<file path="src/design/bridge_pkg.sv">
// Shared constants for the modem FIFO bridge
package bridge_pkg;
   // Register byte offsets
   localparam logic [7:0] ADDR_TX_DATA    = 8'h00;
   localparam logic [7:0] ADDR_RX_DATA    = 8'h04;
   localparam logic [7:0] ADDR_FIFO_CTRL  = 8'h08;
   localparam logic [7:0] ADDR_TX_OCC     = 8'h0c;
   localparam logic [7:0] ADDR_RX_OCC     = 8'h10;
   localparam logic [7:0] ADDR_EVT_FLAGS  = 8'h14;
   localparam logic [7:0] ADDR_EVT_MASK   = 8'h18;
   localparam logic [7:0] ADDR_SETUP      = 8'h1c;
   localparam logic [7:0] ADDR_CONTROL    = 8'h20;
   localparam logic [7:0] ADDR_PIN_CFG    = 8'h24;
   localparam logic [7:0] ADDR_GLB_ALERT  = 8'h28;
   // Field layout
   localparam int TXTH_LSB   = 0;
   localparam int RXTH_LSB   = 8;
   localparam int TH_W       = 6;
   localparam int EV_TXLVL   = 0;
   localparam int EV_RXLVL   = 1;
   localparam int EV_FRAME   = 2;
   localparam int EV_OVRRUN  = 3;
   localparam int EV_W       = 4;
   localparam int SU_POWER   = 0;
   localparam int SU_DUPLEX  = 1;
   localparam int CTL_RTS    = 0;
   localparam int GA_MODEM   = 0;
   localparam int GA_RESET   = 1;
   // Pin function select codes
   localparam logic [1:0] PIN_OFF     = 2'h0;
   localparam logic [1:0] PIN_OBS_TX  = 2'h1;
   localparam logic [1:0] PIN_OBS_RX  = 2'h2;
   localparam logic [1:0] PIN_DRV_RX  = 2'h3;
   // Reset values
   localparam logic [5:0] TXTH_RST = 6'h04;
   localparam logic [5:0] RXTH_RST = 6'h1c;
   // Serial timing: one bit every BIT_CYCLES clocks
   localparam int BAUD      = 1200;
   localparam int CLK_HZ    = 10_000_000;
   localparam int BIT_CYCLES = CLK_HZ / BAUD;
   localparam int FRAME_BITS = 10;
endpackage

</file>
<file path="src/design/byte_fifo_if.sv">
// Push and pop signals of one byte FIFO
`timescale 1ns/100ps
interface byte_fifo_if #(parameter int DW = 8, parameter int CW = 6);
   logic          push;
   logic [DW-1:0] wdata;
   logic          pop;
   logic [DW-1:0] rdata;
   logic [CW-1:0] count;
   logic          full;
   logic          empty;
   modport fifo (input push, wdata, pop, output rdata, count, full, empty);
   modport user (output push, wdata, pop, input rdata, count, full, empty);
endinterface

</file>
<file path="src/design/byte_fifo.sv">
// Flip-flop byte FIFO with occupancy count
`timescale 1ns/100ps
module byte_fifo #(
   parameter int DEPTH = 32,
   parameter int DW    = 8,
   parameter int CW    = 6
) (
   // Clock and reset
   input  wire logic clk,
   input  wire logic rst_n,
   input  wire logic ce,
   // FIFO port
   byte_fifo_if.fifo f
);
   localparam int AW = $clog2(DEPTH);
   logic [DW-1:0] mem_ff [DEPTH];
   logic [AW-1:0] wptr_ff;
   logic [AW-1:0] rptr_ff;
   logic [CW-1:0] cnt_ff;
   logic          do_push;
   logic          do_pop;

   // Refuse push when full and pop when empty
   assign do_push = f.push && !f.full;
   assign do_pop  = f.pop && !f.empty;
   assign f.full  = (cnt_ff == CW'(DEPTH));
   assign f.empty = (cnt_ff == '0);
   assign f.count = cnt_ff;
   assign f.rdata = f.empty ? '0 : mem_ff[rptr_ff];

   // Storage write
   always_ff @(posedge clk) begin
      if (ce && do_push) begin
         mem_ff[wptr_ff] <= f.wdata;
      end
   end

   // Pointers and count
   always_ff @(posedge clk or negedge rst_n) begin
      if (!rst_n) begin
         wptr_ff <= '0;
         rptr_ff <= '0;
         cnt_ff  <= '0;
      end else if (ce) begin
         if (do_push) begin
            wptr_ff <= (wptr_ff == AW'(DEPTH - 1)) ? '0 : wptr_ff + 1'b1;
         end
         if (do_pop) begin
            rptr_ff <= (rptr_ff == AW'(DEPTH - 1)) ? '0 : rptr_ff + 1'b1;
         end
         cnt_ff <= cnt_ff + CW'(do_push) - CW'(do_pop);
      end
   end
endmodule

</file>
<file path="src/design/modem_spi_uart_fifo_bridge.sv">
// Register bridge between APB and the modem UART with two byte FIFOs
`timescale 1ns/100ps
module modem_spi_uart_fifo_bridge #(
   parameter int DEPTH      = 32,
   parameter int BIT_CYCLES = bridge_pkg::BIT_CYCLES
) (
   // Clock, reset, enable
   input  wire logic        pclk,
   input  wire logic        presetn,
   input  wire logic        clk_en,
   // APB slave
   input  wire logic        psel,
   input  wire logic        penable,
   input  wire logic        pwrite,
   input  wire logic [7:0]  paddr,
   input  wire logic [31:0] pwdata,
   output logic      [31:0] prdata,
   output logic             pready,
   output logic             pslverr,
   // Modem UART lines
   output logic             modem_txd,
   input  wire logic        modem_rxd,
   // General-purpose pin
   input  wire logic        gp_pin_in,
   output logic             gp_pin_out,
   output logic             gp_pin_oe,
   // Alert pin, active low
   output logic             alert_n
);
   localparam int CW = $clog2(DEPTH) + 1;
   localparam int BCW = $clog2(BIT_CYCLES + 1);

   byte_fifo_if #(.DW(8), .CW(CW)) txf ();
   byte_fifo_if #(.DW(8), .CW(CW)) rxf ();

   byte_fifo #(.DEPTH(DEPTH), .DW(8), .CW(CW)) u_tx_fifo (
      .clk   (pclk),
      .rst_n (presetn),
      .ce    (clk_en),
      .f     (txf.fifo)
   );
   byte_fifo #(.DEPTH(DEPTH), .DW(8), .CW(CW)) u_rx_fifo (
      .clk   (pclk),
      .rst_n (presetn),
      .ce    (clk_en),
      .f     (rxf.fifo)
   );

   //----------------------------------------------------------------
   // Register file
   //----------------------------------------------------------------
   localparam int EVW = bridge_pkg::EV_W;
   logic [5:0]      tx_level_threshold_ff;
   logic [5:0]      rx_level_threshold_ff;
   logic [EVW-1:0]  modem_event_flags_ff;
   logic [EVW-1:0]  modem_event_mask_ff;
   logic [1:0]      modem_setup_ff;
   logic            modem_control_ff;
   logic [1:0]      pin_function_config_ff;
   logic            reset_occurred_ff;
   logic            rx_pop_ok_ff;
   logic            wr_acc;
   logic            rd_acc;
   logic            addr_ok;
   logic [EVW-1:0]  ev_set;
   logic            modem_event_summary;

   // Access phase strobes, slave always ready
   assign wr_acc = psel && penable && pwrite;
   assign rd_acc = psel && penable && !pwrite;

   always_comb begin
      case (paddr)
         bridge_pkg::ADDR_TX_DATA, bridge_pkg::ADDR_RX_DATA,
         bridge_pkg::ADDR_FIFO_CTRL, bridge_pkg::ADDR_TX_OCC,
         bridge_pkg::ADDR_RX_OCC, bridge_pkg::ADDR_EVT_FLAGS,
         bridge_pkg::ADDR_EVT_MASK, bridge_pkg::ADDR_SETUP,
         bridge_pkg::ADDR_CONTROL, bridge_pkg::ADDR_PIN_CFG,
         bridge_pkg::ADDR_GLB_ALERT: addr_ok = 1'b1;
         default:                    addr_ok = 1'b0;
      endcase
   end

   // Push on data write, dropped when full
   assign txf.push  = clk_en && wr_acc && (paddr == bridge_pkg::ADDR_TX_DATA);
   assign txf.wdata = pwdata[7:0];

   // Plain control registers
   // Separate threshold fields
   always_ff @(posedge pclk or negedge presetn) begin
      if (!presetn) begin
         tx_level_threshold_ff  <= bridge_pkg::TXTH_RST;
         rx_level_threshold_ff  <= bridge_pkg::RXTH_RST;
         modem_event_mask_ff    <= '0;
         modem_setup_ff         <= '0;
         modem_control_ff       <= 1'b0;
         pin_function_config_ff <= bridge_pkg::PIN_OFF;
      end else if (clk_en && wr_acc) begin
         case (paddr)
            bridge_pkg::ADDR_FIFO_CTRL: begin
               tx_level_threshold_ff <= pwdata[bridge_pkg::TXTH_LSB +: 6];
               rx_level_threshold_ff <= pwdata[bridge_pkg::RXTH_LSB +: 6];
            end
            bridge_pkg::ADDR_EVT_MASK: modem_event_mask_ff <= pwdata[EVW-1:0];
            bridge_pkg::ADDR_SETUP:    modem_setup_ff <= pwdata[1:0];
            bridge_pkg::ADDR_CONTROL:  modem_control_ff <= pwdata[bridge_pkg::CTL_RTS];
            bridge_pkg::ADDR_PIN_CFG:  pin_function_config_ff <= pwdata[1:0];
            default: begin
            end
         endcase
      end
   end

   // Event flags: set wins over write-one-to-clear
   // Flags record regardless of mask
   always_ff @(posedge pclk or negedge presetn) begin
      if (!presetn) begin
         modem_event_flags_ff <= '0;
      end else if (clk_en) begin
         if (wr_acc && paddr == bridge_pkg::ADDR_EVT_FLAGS) begin
            modem_event_flags_ff <= (modem_event_flags_ff & ~pwdata[EVW-1:0]) | ev_set;
         end else begin
            modem_event_flags_ff <= modem_event_flags_ff | ev_set;
         end
      end
   end

   // Reset flag set at power-up, cleared by one
   always_ff @(posedge pclk or negedge presetn) begin
      if (!presetn) begin
         reset_occurred_ff <= 1'b1;
      end else if (clk_en && wr_acc && paddr == bridge_pkg::ADDR_GLB_ALERT
                   && pwdata[bridge_pkg::GA_RESET]) begin
         reset_occurred_ff <= 1'b0;
      end
   end

   // Summary of any modem flag, masked or not
   assign modem_event_summary = |modem_event_flags_ff;

   // Alert pin from unmasked flags and reset flag
   always_ff @(posedge pclk or negedge presetn) begin
      if (!presetn) begin
         alert_n <= 1'b0;
      end else if (clk_en) begin
         alert_n <= !(reset_occurred_ff || |(modem_event_flags_ff & ~modem_event_mask_ff));
      end
   end

   // Pop only a byte that the setup cycle returned
   assign rxf.pop = clk_en && rd_acc && (paddr == bridge_pkg::ADDR_RX_DATA) && rx_pop_ok_ff;

   // Read mux, registered
   // Occupancy readback
   always_ff @(posedge pclk or negedge presetn) begin
      if (!presetn) begin
         prdata  <= '0;
         pready  <= 1'b0;
         pslverr <= 1'b0;
         rx_pop_ok_ff <= 1'b0;
      end else if (clk_en) begin
         // A byte arriving after setup must not be popped unseen
         rx_pop_ok_ff <= psel && !penable && !pwrite && (paddr == bridge_pkg::ADDR_RX_DATA)
                         && !rxf.empty;
         pready  <= psel && !penable;
         pslverr <= psel && !penable && !addr_ok;
         prdata  <= '0;
         if (psel && !penable && !pwrite) begin
            case (paddr)
               bridge_pkg::ADDR_RX_DATA:   prdata <= {24'h000000, rxf.rdata};
               bridge_pkg::ADDR_FIFO_CTRL: prdata <= {18'h00000, rx_level_threshold_ff,
                                                      2'h0, tx_level_threshold_ff};
               bridge_pkg::ADDR_TX_OCC:    prdata <= 32'(txf.count);
               bridge_pkg::ADDR_RX_OCC:    prdata <= 32'(rxf.count);
               bridge_pkg::ADDR_EVT_FLAGS: prdata <= 32'(modem_event_flags_ff);
               bridge_pkg::ADDR_EVT_MASK:  prdata <= 32'(modem_event_mask_ff);
               bridge_pkg::ADDR_SETUP:     prdata <= 32'(modem_setup_ff);
               bridge_pkg::ADDR_CONTROL:   prdata <= 32'(modem_control_ff);
               bridge_pkg::ADDR_PIN_CFG:   prdata <= 32'(pin_function_config_ff);
               bridge_pkg::ADDR_GLB_ALERT: prdata <= {30'h0, reset_occurred_ff,
                                                      modem_event_summary};
               default:                    prdata <= '0;
            endcase
         end
      end
   end

   //----------------------------------------------------------------
   // Level alerts
   //----------------------------------------------------------------
   logic tx_low;
   logic rx_high;
   assign tx_low  = txf.count < CW'(tx_level_threshold_ff);
   assign rx_high = rxf.count > CW'(rx_level_threshold_ff);

   //----------------------------------------------------------------
   // Serial transmitter
   //----------------------------------------------------------------
   typedef enum logic [1:0] {TX_IDLE = 2'b00, TX_SHIFT = 2'b01} tx_state_t;
   tx_state_t   tx_st_ff;
   logic [9:0]  tx_sh_ff;
   logic [3:0]  tx_bits_ff;
   logic [BCW-1:0] tx_tick_ff;
   logic        txd_int;
   logic        tx_go;

   // Start when RTS set and modem powered
   assign tx_go    = modem_control_ff && modem_setup_ff[bridge_pkg::SU_POWER] && !txf.empty;
   assign txf.pop  = clk_en && (tx_st_ff == TX_IDLE) && tx_go;
   assign txd_int  = (tx_st_ff == TX_SHIFT) ? tx_sh_ff[0] : 1'b1;

   // Byte framed as start, eight data, stop
   always_ff @(posedge pclk or negedge presetn) begin
      if (!presetn) begin
         tx_st_ff   <= TX_IDLE;
         tx_sh_ff   <= '1;
         tx_bits_ff <= '0;
         tx_tick_ff <= '0;
      end else if (clk_en) begin
         case (tx_st_ff)
            TX_IDLE: begin
               if (tx_go) begin
                  tx_sh_ff   <= {1'b1, txf.rdata, 1'b0};
                  tx_bits_ff <= '0;
                  tx_tick_ff <= '0;
                  tx_st_ff   <= TX_SHIFT;
               end
            end
            TX_SHIFT: begin
               if (tx_tick_ff == BCW'(BIT_CYCLES - 1)) begin
                  tx_tick_ff <= '0;
                  tx_sh_ff   <= {1'b1, tx_sh_ff[9:1]};
                  tx_bits_ff <= tx_bits_ff + 1'b1;
                  if (tx_bits_ff == 4'(bridge_pkg::FRAME_BITS - 1)) begin
                     tx_st_ff <= TX_IDLE;
                  end
               end else begin
                  tx_tick_ff <= tx_tick_ff + 1'b1;
               end
            end
            default: tx_st_ff <= TX_IDLE;
         endcase
      end
   end

   //----------------------------------------------------------------
   // Receive input selection and synchroniser
   //----------------------------------------------------------------
   logic [1:0] rxd_sync_ff;
   logic [1:0] gp_sync_ff;
   logic       rxd_src;
   // Two-stage synchronisers for pins
   always_ff @(posedge pclk or negedge presetn) begin
      if (!presetn) begin
         rxd_sync_ff <= 2'b11;
         gp_sync_ff  <= 2'b11;
      end else if (clk_en) begin
         rxd_sync_ff <= {rxd_sync_ff[0], modem_rxd};
         gp_sync_ff  <= {gp_sync_ff[0], gp_pin_in};
      end
   end

   // Duplex loops transmit; pin may drive receive
   always_comb begin
      if (modem_setup_ff[bridge_pkg::SU_DUPLEX]) begin
         rxd_src = txd_int;
      end else if (pin_function_config_ff == bridge_pkg::PIN_DRV_RX) begin
         rxd_src = gp_sync_ff[1];
      end else begin
         rxd_src = rxd_sync_ff[1];
      end
   end

   //----------------------------------------------------------------
   // Serial receiver
   //----------------------------------------------------------------
   typedef enum logic [1:0] {RX_IDLE = 2'b00, RX_SHIFT = 2'b01} rx_state_t;
   rx_state_t   rx_st_ff;
   logic [8:0]  rx_sh_ff;
   logic [3:0]  rx_bits_ff;
   logic [BCW-1:0] rx_tick_ff;
   logic        rx_done;
   logic        rx_on;

   assign rx_on   = modem_setup_ff[bridge_pkg::SU_POWER];
   assign rx_done = (rx_st_ff == RX_SHIFT) && (rx_tick_ff == BCW'(BIT_CYCLES - 1))
                    && (rx_bits_ff == 4'(bridge_pkg::FRAME_BITS - 1));
   assign rxf.push  = clk_en && rx_done && rxd_src && !rxf.full;
   assign rxf.wdata = rx_sh_ff[8:1];

   // Sample each bit mid-period
   always_ff @(posedge pclk or negedge presetn) begin
      if (!presetn) begin
         rx_st_ff   <= RX_IDLE;
         rx_sh_ff   <= '0;
         rx_bits_ff <= '0;
         rx_tick_ff <= '0;
      end else if (clk_en) begin
         case (rx_st_ff)
            RX_IDLE: begin
               if (rx_on && !rxd_src) begin
                  rx_tick_ff <= BCW'(BIT_CYCLES / 2);
                  rx_bits_ff <= '0;
                  rx_st_ff   <= RX_SHIFT;
               end
            end
            RX_SHIFT: begin
               if (rx_tick_ff == BCW'(BIT_CYCLES - 1)) begin
                  rx_tick_ff <= '0;
                  rx_bits_ff <= rx_bits_ff + 1'b1;
                  if (rx_bits_ff != 4'(bridge_pkg::FRAME_BITS - 1)) begin
                     rx_sh_ff <= {rxd_src, rx_sh_ff[8:1]};
                  end else begin
                     rx_st_ff <= RX_IDLE;
                  end
               end else begin
                  rx_tick_ff <= rx_tick_ff + 1'b1;
               end
            end
            default: rx_st_ff <= RX_IDLE;
         endcase
      end
   end

   // Event sources
   assign ev_set = {rx_done && rxd_src && rxf.full, rx_done && !rxd_src, rx_high, tx_low};

   //----------------------------------------------------------------
   // Output pins
   //----------------------------------------------------------------
   // Pin observes transmit or receive line
   always_ff @(posedge pclk or negedge presetn) begin
      if (!presetn) begin
         modem_txd  <= 1'b1;
         gp_pin_out <= 1'b0;
         gp_pin_oe  <= 1'b0;
      end else if (clk_en) begin
         modem_txd  <= txd_int;
         gp_pin_out <= (pin_function_config_ff == bridge_pkg::PIN_OBS_TX) ? txd_int
                                                                          : rxd_src;
         gp_pin_oe  <= (pin_function_config_ff == bridge_pkg::PIN_OBS_TX) ||
                       (pin_function_config_ff == bridge_pkg::PIN_OBS_RX);
      end
   end
endmodule

</file>
<file path="config.mk">
export PLATFORM = sky130hd
export DESIGN_NAME = modem_spi_uart_fifo_bridge
export DESIGN_NICKNAME = d
export VERILOG_FILES = /design/src/design/bridge_pkg.sv /design/src/design/byte_fifo_if.sv /design/src/design/byte_fifo.sv /design/src/design/modem_spi_uart_fifo_bridge.sv
export SDC_FILE = /design/constraint.sdc
export NUM_CORES = 1
export LEC_CHECK = 0
export BUFFER_PORTS_ARGS = -buffer_cell sky130_fd_sc_hd__buf_2
export CORE_UTILIZATION = 53
export CTS_CLUSTER_DIAMETER = 50
export DETAILED_ROUTE_END_ITERATION = 8
export PLACE_DENSITY = 0.74
export SETUP_SLACK_MARGIN = 0.02
export SYNTH_ARGS = -nofsm -noshare
export SYNTH_HDL_FRONTEND = slang
export SYNTH_SLANG_ARGS = --single-unit
</file>
<file path="constraint.sdc">
create_clock -name pclk -period 7.3 [get_ports pclk]
set_clock_uncertainty 0.1 [all_clocks]
set_input_delay 0 -clock pclk [delete_from_list [all_inputs] [get_ports pclk]]
set_output_delay 0 -clock pclk [all_outputs]
set_load 0.01 [all_outputs]
</file>
==> impl_metrics.csv <==
group,metric,value,unit
floorplanning,core_area,50580,sq um
floorplanning,start_util,0.5417,
setup_path,cpMaxStageDelayCell,"nor2_1",
timing,fin_ws,3.168,ns
synth,synthTopCellsByArea,"edfxtp_1 56%, dfrtp_1 11%, mux4_2 10%, ha_1 2.4%, dfstp_2 1.8%",
layout,final_cell_area,30810,sq um
route,drt_iter0_markers,1653,
hold_path,min_path_cells,3,
synth,synth_edf_count,512,
setup_path,path_max_fanout,17,
floorplanning,io-pin-count,86,
timing,fmax,242.0,MHz
synth,synth_top_area_cell,"edfxtp_1",
synth,synth_seq_cells,650,
setup_path,r2r_start,"tx_st_ff[0]",
synth,muxShareOfSynthArea,0.1219,
route,post-route-drc-count,0,
global_routing,grt_pass1_vias,15770,
timing,rsz0062_at_grt,"false",
setup_path,rr_endpoint,"u_rx_fifo.mem_ff[16][5]",
layout,final_cell_count_no_fill,2526,
timing,worst_pin_slew,1.301,ns
timing,setup_viol,0,
pwr,ir_drop,0.0002557,V
clock_tree,post_cts_buffers,0,
setup_path,cp-end-kind,"flip-flop",
clock_tree,cts_hold_buf,39,
setup_path,cpPeakStageDelay,0.75,ns
synth,synth_fa_ha_area_frac,0.02567,
floorplanning,die-height,229.4,microns
synth,yosysSeqAreaShare,0.6881,
layout,n_antenna_cell,0,
synth,synth_top_area_frac,0.5612,
synth,netlist_area,27400,sq um
hold_path,holdPathEnd,"modem_control_ff",
route,ant_nets,0,
clock_tree,numCtsBuffers,68,
layout,fin_nets,1908,
floorplanning,die_w,229.4,microns
place,place_area,28190,sq um
place,place.gp.congestion,0.9394,
route,drtPass1Iterations,6,
synth,synth_top_family_by_area,"multiplexers",
hold_path,hp-class,"in2reg",
layout,syn_to_final_growth,12.46,%
floorplanning,die_area,52610,sq um
synth,ys_types,73,
synth,avgSynthCellArea,15.98,sq um
layout,final_util,0.6091,
pwr,powerDensity,264.2,nW/um^2
flow_run,drv_cap,0,
route,via_count,15450,
place,port_buffers,49,
place,dp_cells,2368,
setup_path,reg2regPathDepth,6,
setup_path,path_cells,"nor2b_1, mux2_2, nor4_1, and2_1, nand2_1, nor2_1",
timing,finalCriticalPeriod,4.132,ns
setup_path,critical_path_required,7.42,ns
setup_path,cpLargestDelayFamily,"simple AND/OR/NAND/NOR gates",
outcome,outcome,"finished clean",
timing,hold_viol_final,0,
setup_path,path_buf_inv,0,
clock_tree,ctsResizeCount,0,
global_routing,overflow,0,
synth,synth-compound-area-share,0.06215,
clock_tree,clk_latency,0.62,ns
synth,synth_top_flop_cell,"edfxtp_1",
place,dp_hpwl,35130,microns
clock_tree,path_clk_slew,0.06,ns
clock_tree,cts.htree.levels,3,
pwr,power.leakage,11.43,nW
synth,synth_warnings,0,
layout,drive_gt1_frac,0.1915,
timing,setup_tns,0,ns
clock_tree,root_buffer,"clkbuf_16",
clock_tree,cts.sinks,650,
setup_path,critPathLaunchType,"flip-flop",
timing,relSlewSlack,0.1329,
global_routing,groute.usage.overall,0.2278,
global_routing,grt_pass1_wl,91120,microns
route,wl_per_cell,23.08,microns
clock_tree,cts_tree,"built",
layout,layout_common_cells,"512 x edfxtp_1, 130 x nor2_1, 124 x mux4_2, 115 x dfrtp_1, 104 x nand2_1",
timing,timing.final.crit_share,0.5660,
place,post-place-ws,3.292,ns
setup_path,cp_data_arrival_time,4.25,ns
hold_path,min_from,"paddr[2]",
layout,final_common_cell,"edfxtp_1",
clock_tree,clk_path_buf_depth,3,
setup_path,critPathKind,"reg2reg",
route,via_per_inst,6.117,
synth,synth_xor_xnor_area_share,0.006713,
synth,async_reset_ff_frac,0.2123,
setup_path,r2r_setup_slack,3.17,ns
synth,postSynthCellCount,1714,
global_routing,grt_max_degree,71,
route,drt_wl_total,58300,microns
timing,drv_slew,0,
synth,synthSimpleGateAreaFrac,0.07120,
floorplanning,placementRows,82,
global_routing,antenna_found_initial,0,
[layout make-up]
cell class                      instances  area, sq um
Timing Repair Buffer                   97        726.9
Fill cell                            3554        19770
Tap cell                              672        840.8
Clock inverter                         36        396.6
Multi-Input combinational cell        932         7954
Inverter                               56        210.2
Sequential cell                       650        18860
Clock buffer                           83         1821
[metal layers]
metal,part of all wire,track usage
met1,0.40,0.3035
met2,0.50,0.3780
met3,0.070,0.04544
met4,0.027,0.07333
met5,0,0
[worst max path at each step]
stage | startpoint | to | slack [ns] | cells after the start
2_1_floorplan | u_tx_fifo.f.count[2] | u_tx_fifo.f.count[4] | 4.30 | 17
5_1_grt | tx_st_ff[0] | u_rx_fifo.mem_ff[24][6] | 2.92 | 6
3_3_place_gp | tx_st_ff[0] | u_rx_fifo.mem_ff[24][3] | 3.39 | 6
4_1_cts | rx_tick_ff[0] | u_rx_fifo.mem_ff[16][2] | 3.24 | 8
6_report | tx_st_ff[0] | u_rx_fifo.mem_ff[16][5] | 3.17 | 6
3_5_place_dp | rx_tick_ff[0] | u_rx_fifo.mem_ff[28][2] | 3.29 | 8
[state kept, by name (all words and copies together), names as in the netlist, 2 cells and up]
| name | cells |
|---|---|
| tx_sh_ff | 9 |
| u_tx_fifo.mem_ff | 256 |
| u_rx_fifo.f.count | 6 |
| u_rx_fifo.rptr_ff | 5 |
| modem_setup_ff | 2 |
| rxd_sync_ff | 2 |
| rx_level_threshold_ff | 6 |
| tx_level_threshold_ff | 6 |
| rx_sh_ff | 8 |
| modem_event_flags_ff | 4 |
| u_rx_fifo.wptr_ff | 5 |
| prdata | 14 |
| u_rx_fifo.mem_ff | 256 |
| tx_tick_ff | 14 |
| u_tx_fifo.rptr_ff | 5 |
| modem_event_mask_ff | 4 |
| u_tx_fifo.wptr_ff | 5 |
| rx_tick_ff | 14 |
| pin_function_config_ff | 2 |
| rx_bits_ff | 4 |
| u_tx_fifo.f.count | 6 |
| gp_sync_ff | 2 |
| tx_bits_ff | 4 |
[logic make-up (layout without fill, tap and decap cells)]
kind of cell / count (synthesis) / in the layout
AO/OA/AOI/OAI: 268 / 268
other: 1 / 18
AND/OR/NAND/NOR: 395 / 395
multiplexers: 175 / 175
flip-flops: 650 / 650
adder cells (fa/ha/maj): 55 / 55
buffers and inverters: 149 / 272
XOR/XNOR: 21 / 21
[through the flow]
stage                     total power, mW  hold slack, ns
final                               8.141         0.03596
after global routing                8.402         0.04586
after CTS                           8.188      0.00005512
after detailed placement            4.776        -0.05065
after global placement              4.746        -0.06078
after floorplan                     4.610         -0.3956
[cell usage after synthesis (11+ instances only)]
cell	number
clkbuf_1	42
o22ai_1	18
buf_2	22
mux4_2	124
a22oi_1	49
inv_1	55
dfrtp_1	119
buf_4	20
nor3_1	13
a21oi_1	66
dfstp_2	19
mux2_2	29
nor2b_1	16
nor2_1	130
edfxtp_1	512
o21ai_0	61
ha_1	53
nand3_1	35
and3_1	12
nand2_1	104
xnor2_1	12
mux2i_1	22
nand3b_1	11
[tightest hold or removal path, cell delays in order]
cell,delay [ns]
buf_2,0.40
nor3_1,0.16
o21ai_0,0.13
[report_power, final]
group	internal, mW	switching [mW]	leakage [nW]
clock	1.98	1.44	1.08
sequential	4.05	0.0985	6.98
combinational	0.263	0.312	3.37
total	6.29	1.85	11.4
No activity file was read; power rests on OpenSTA's default activity.
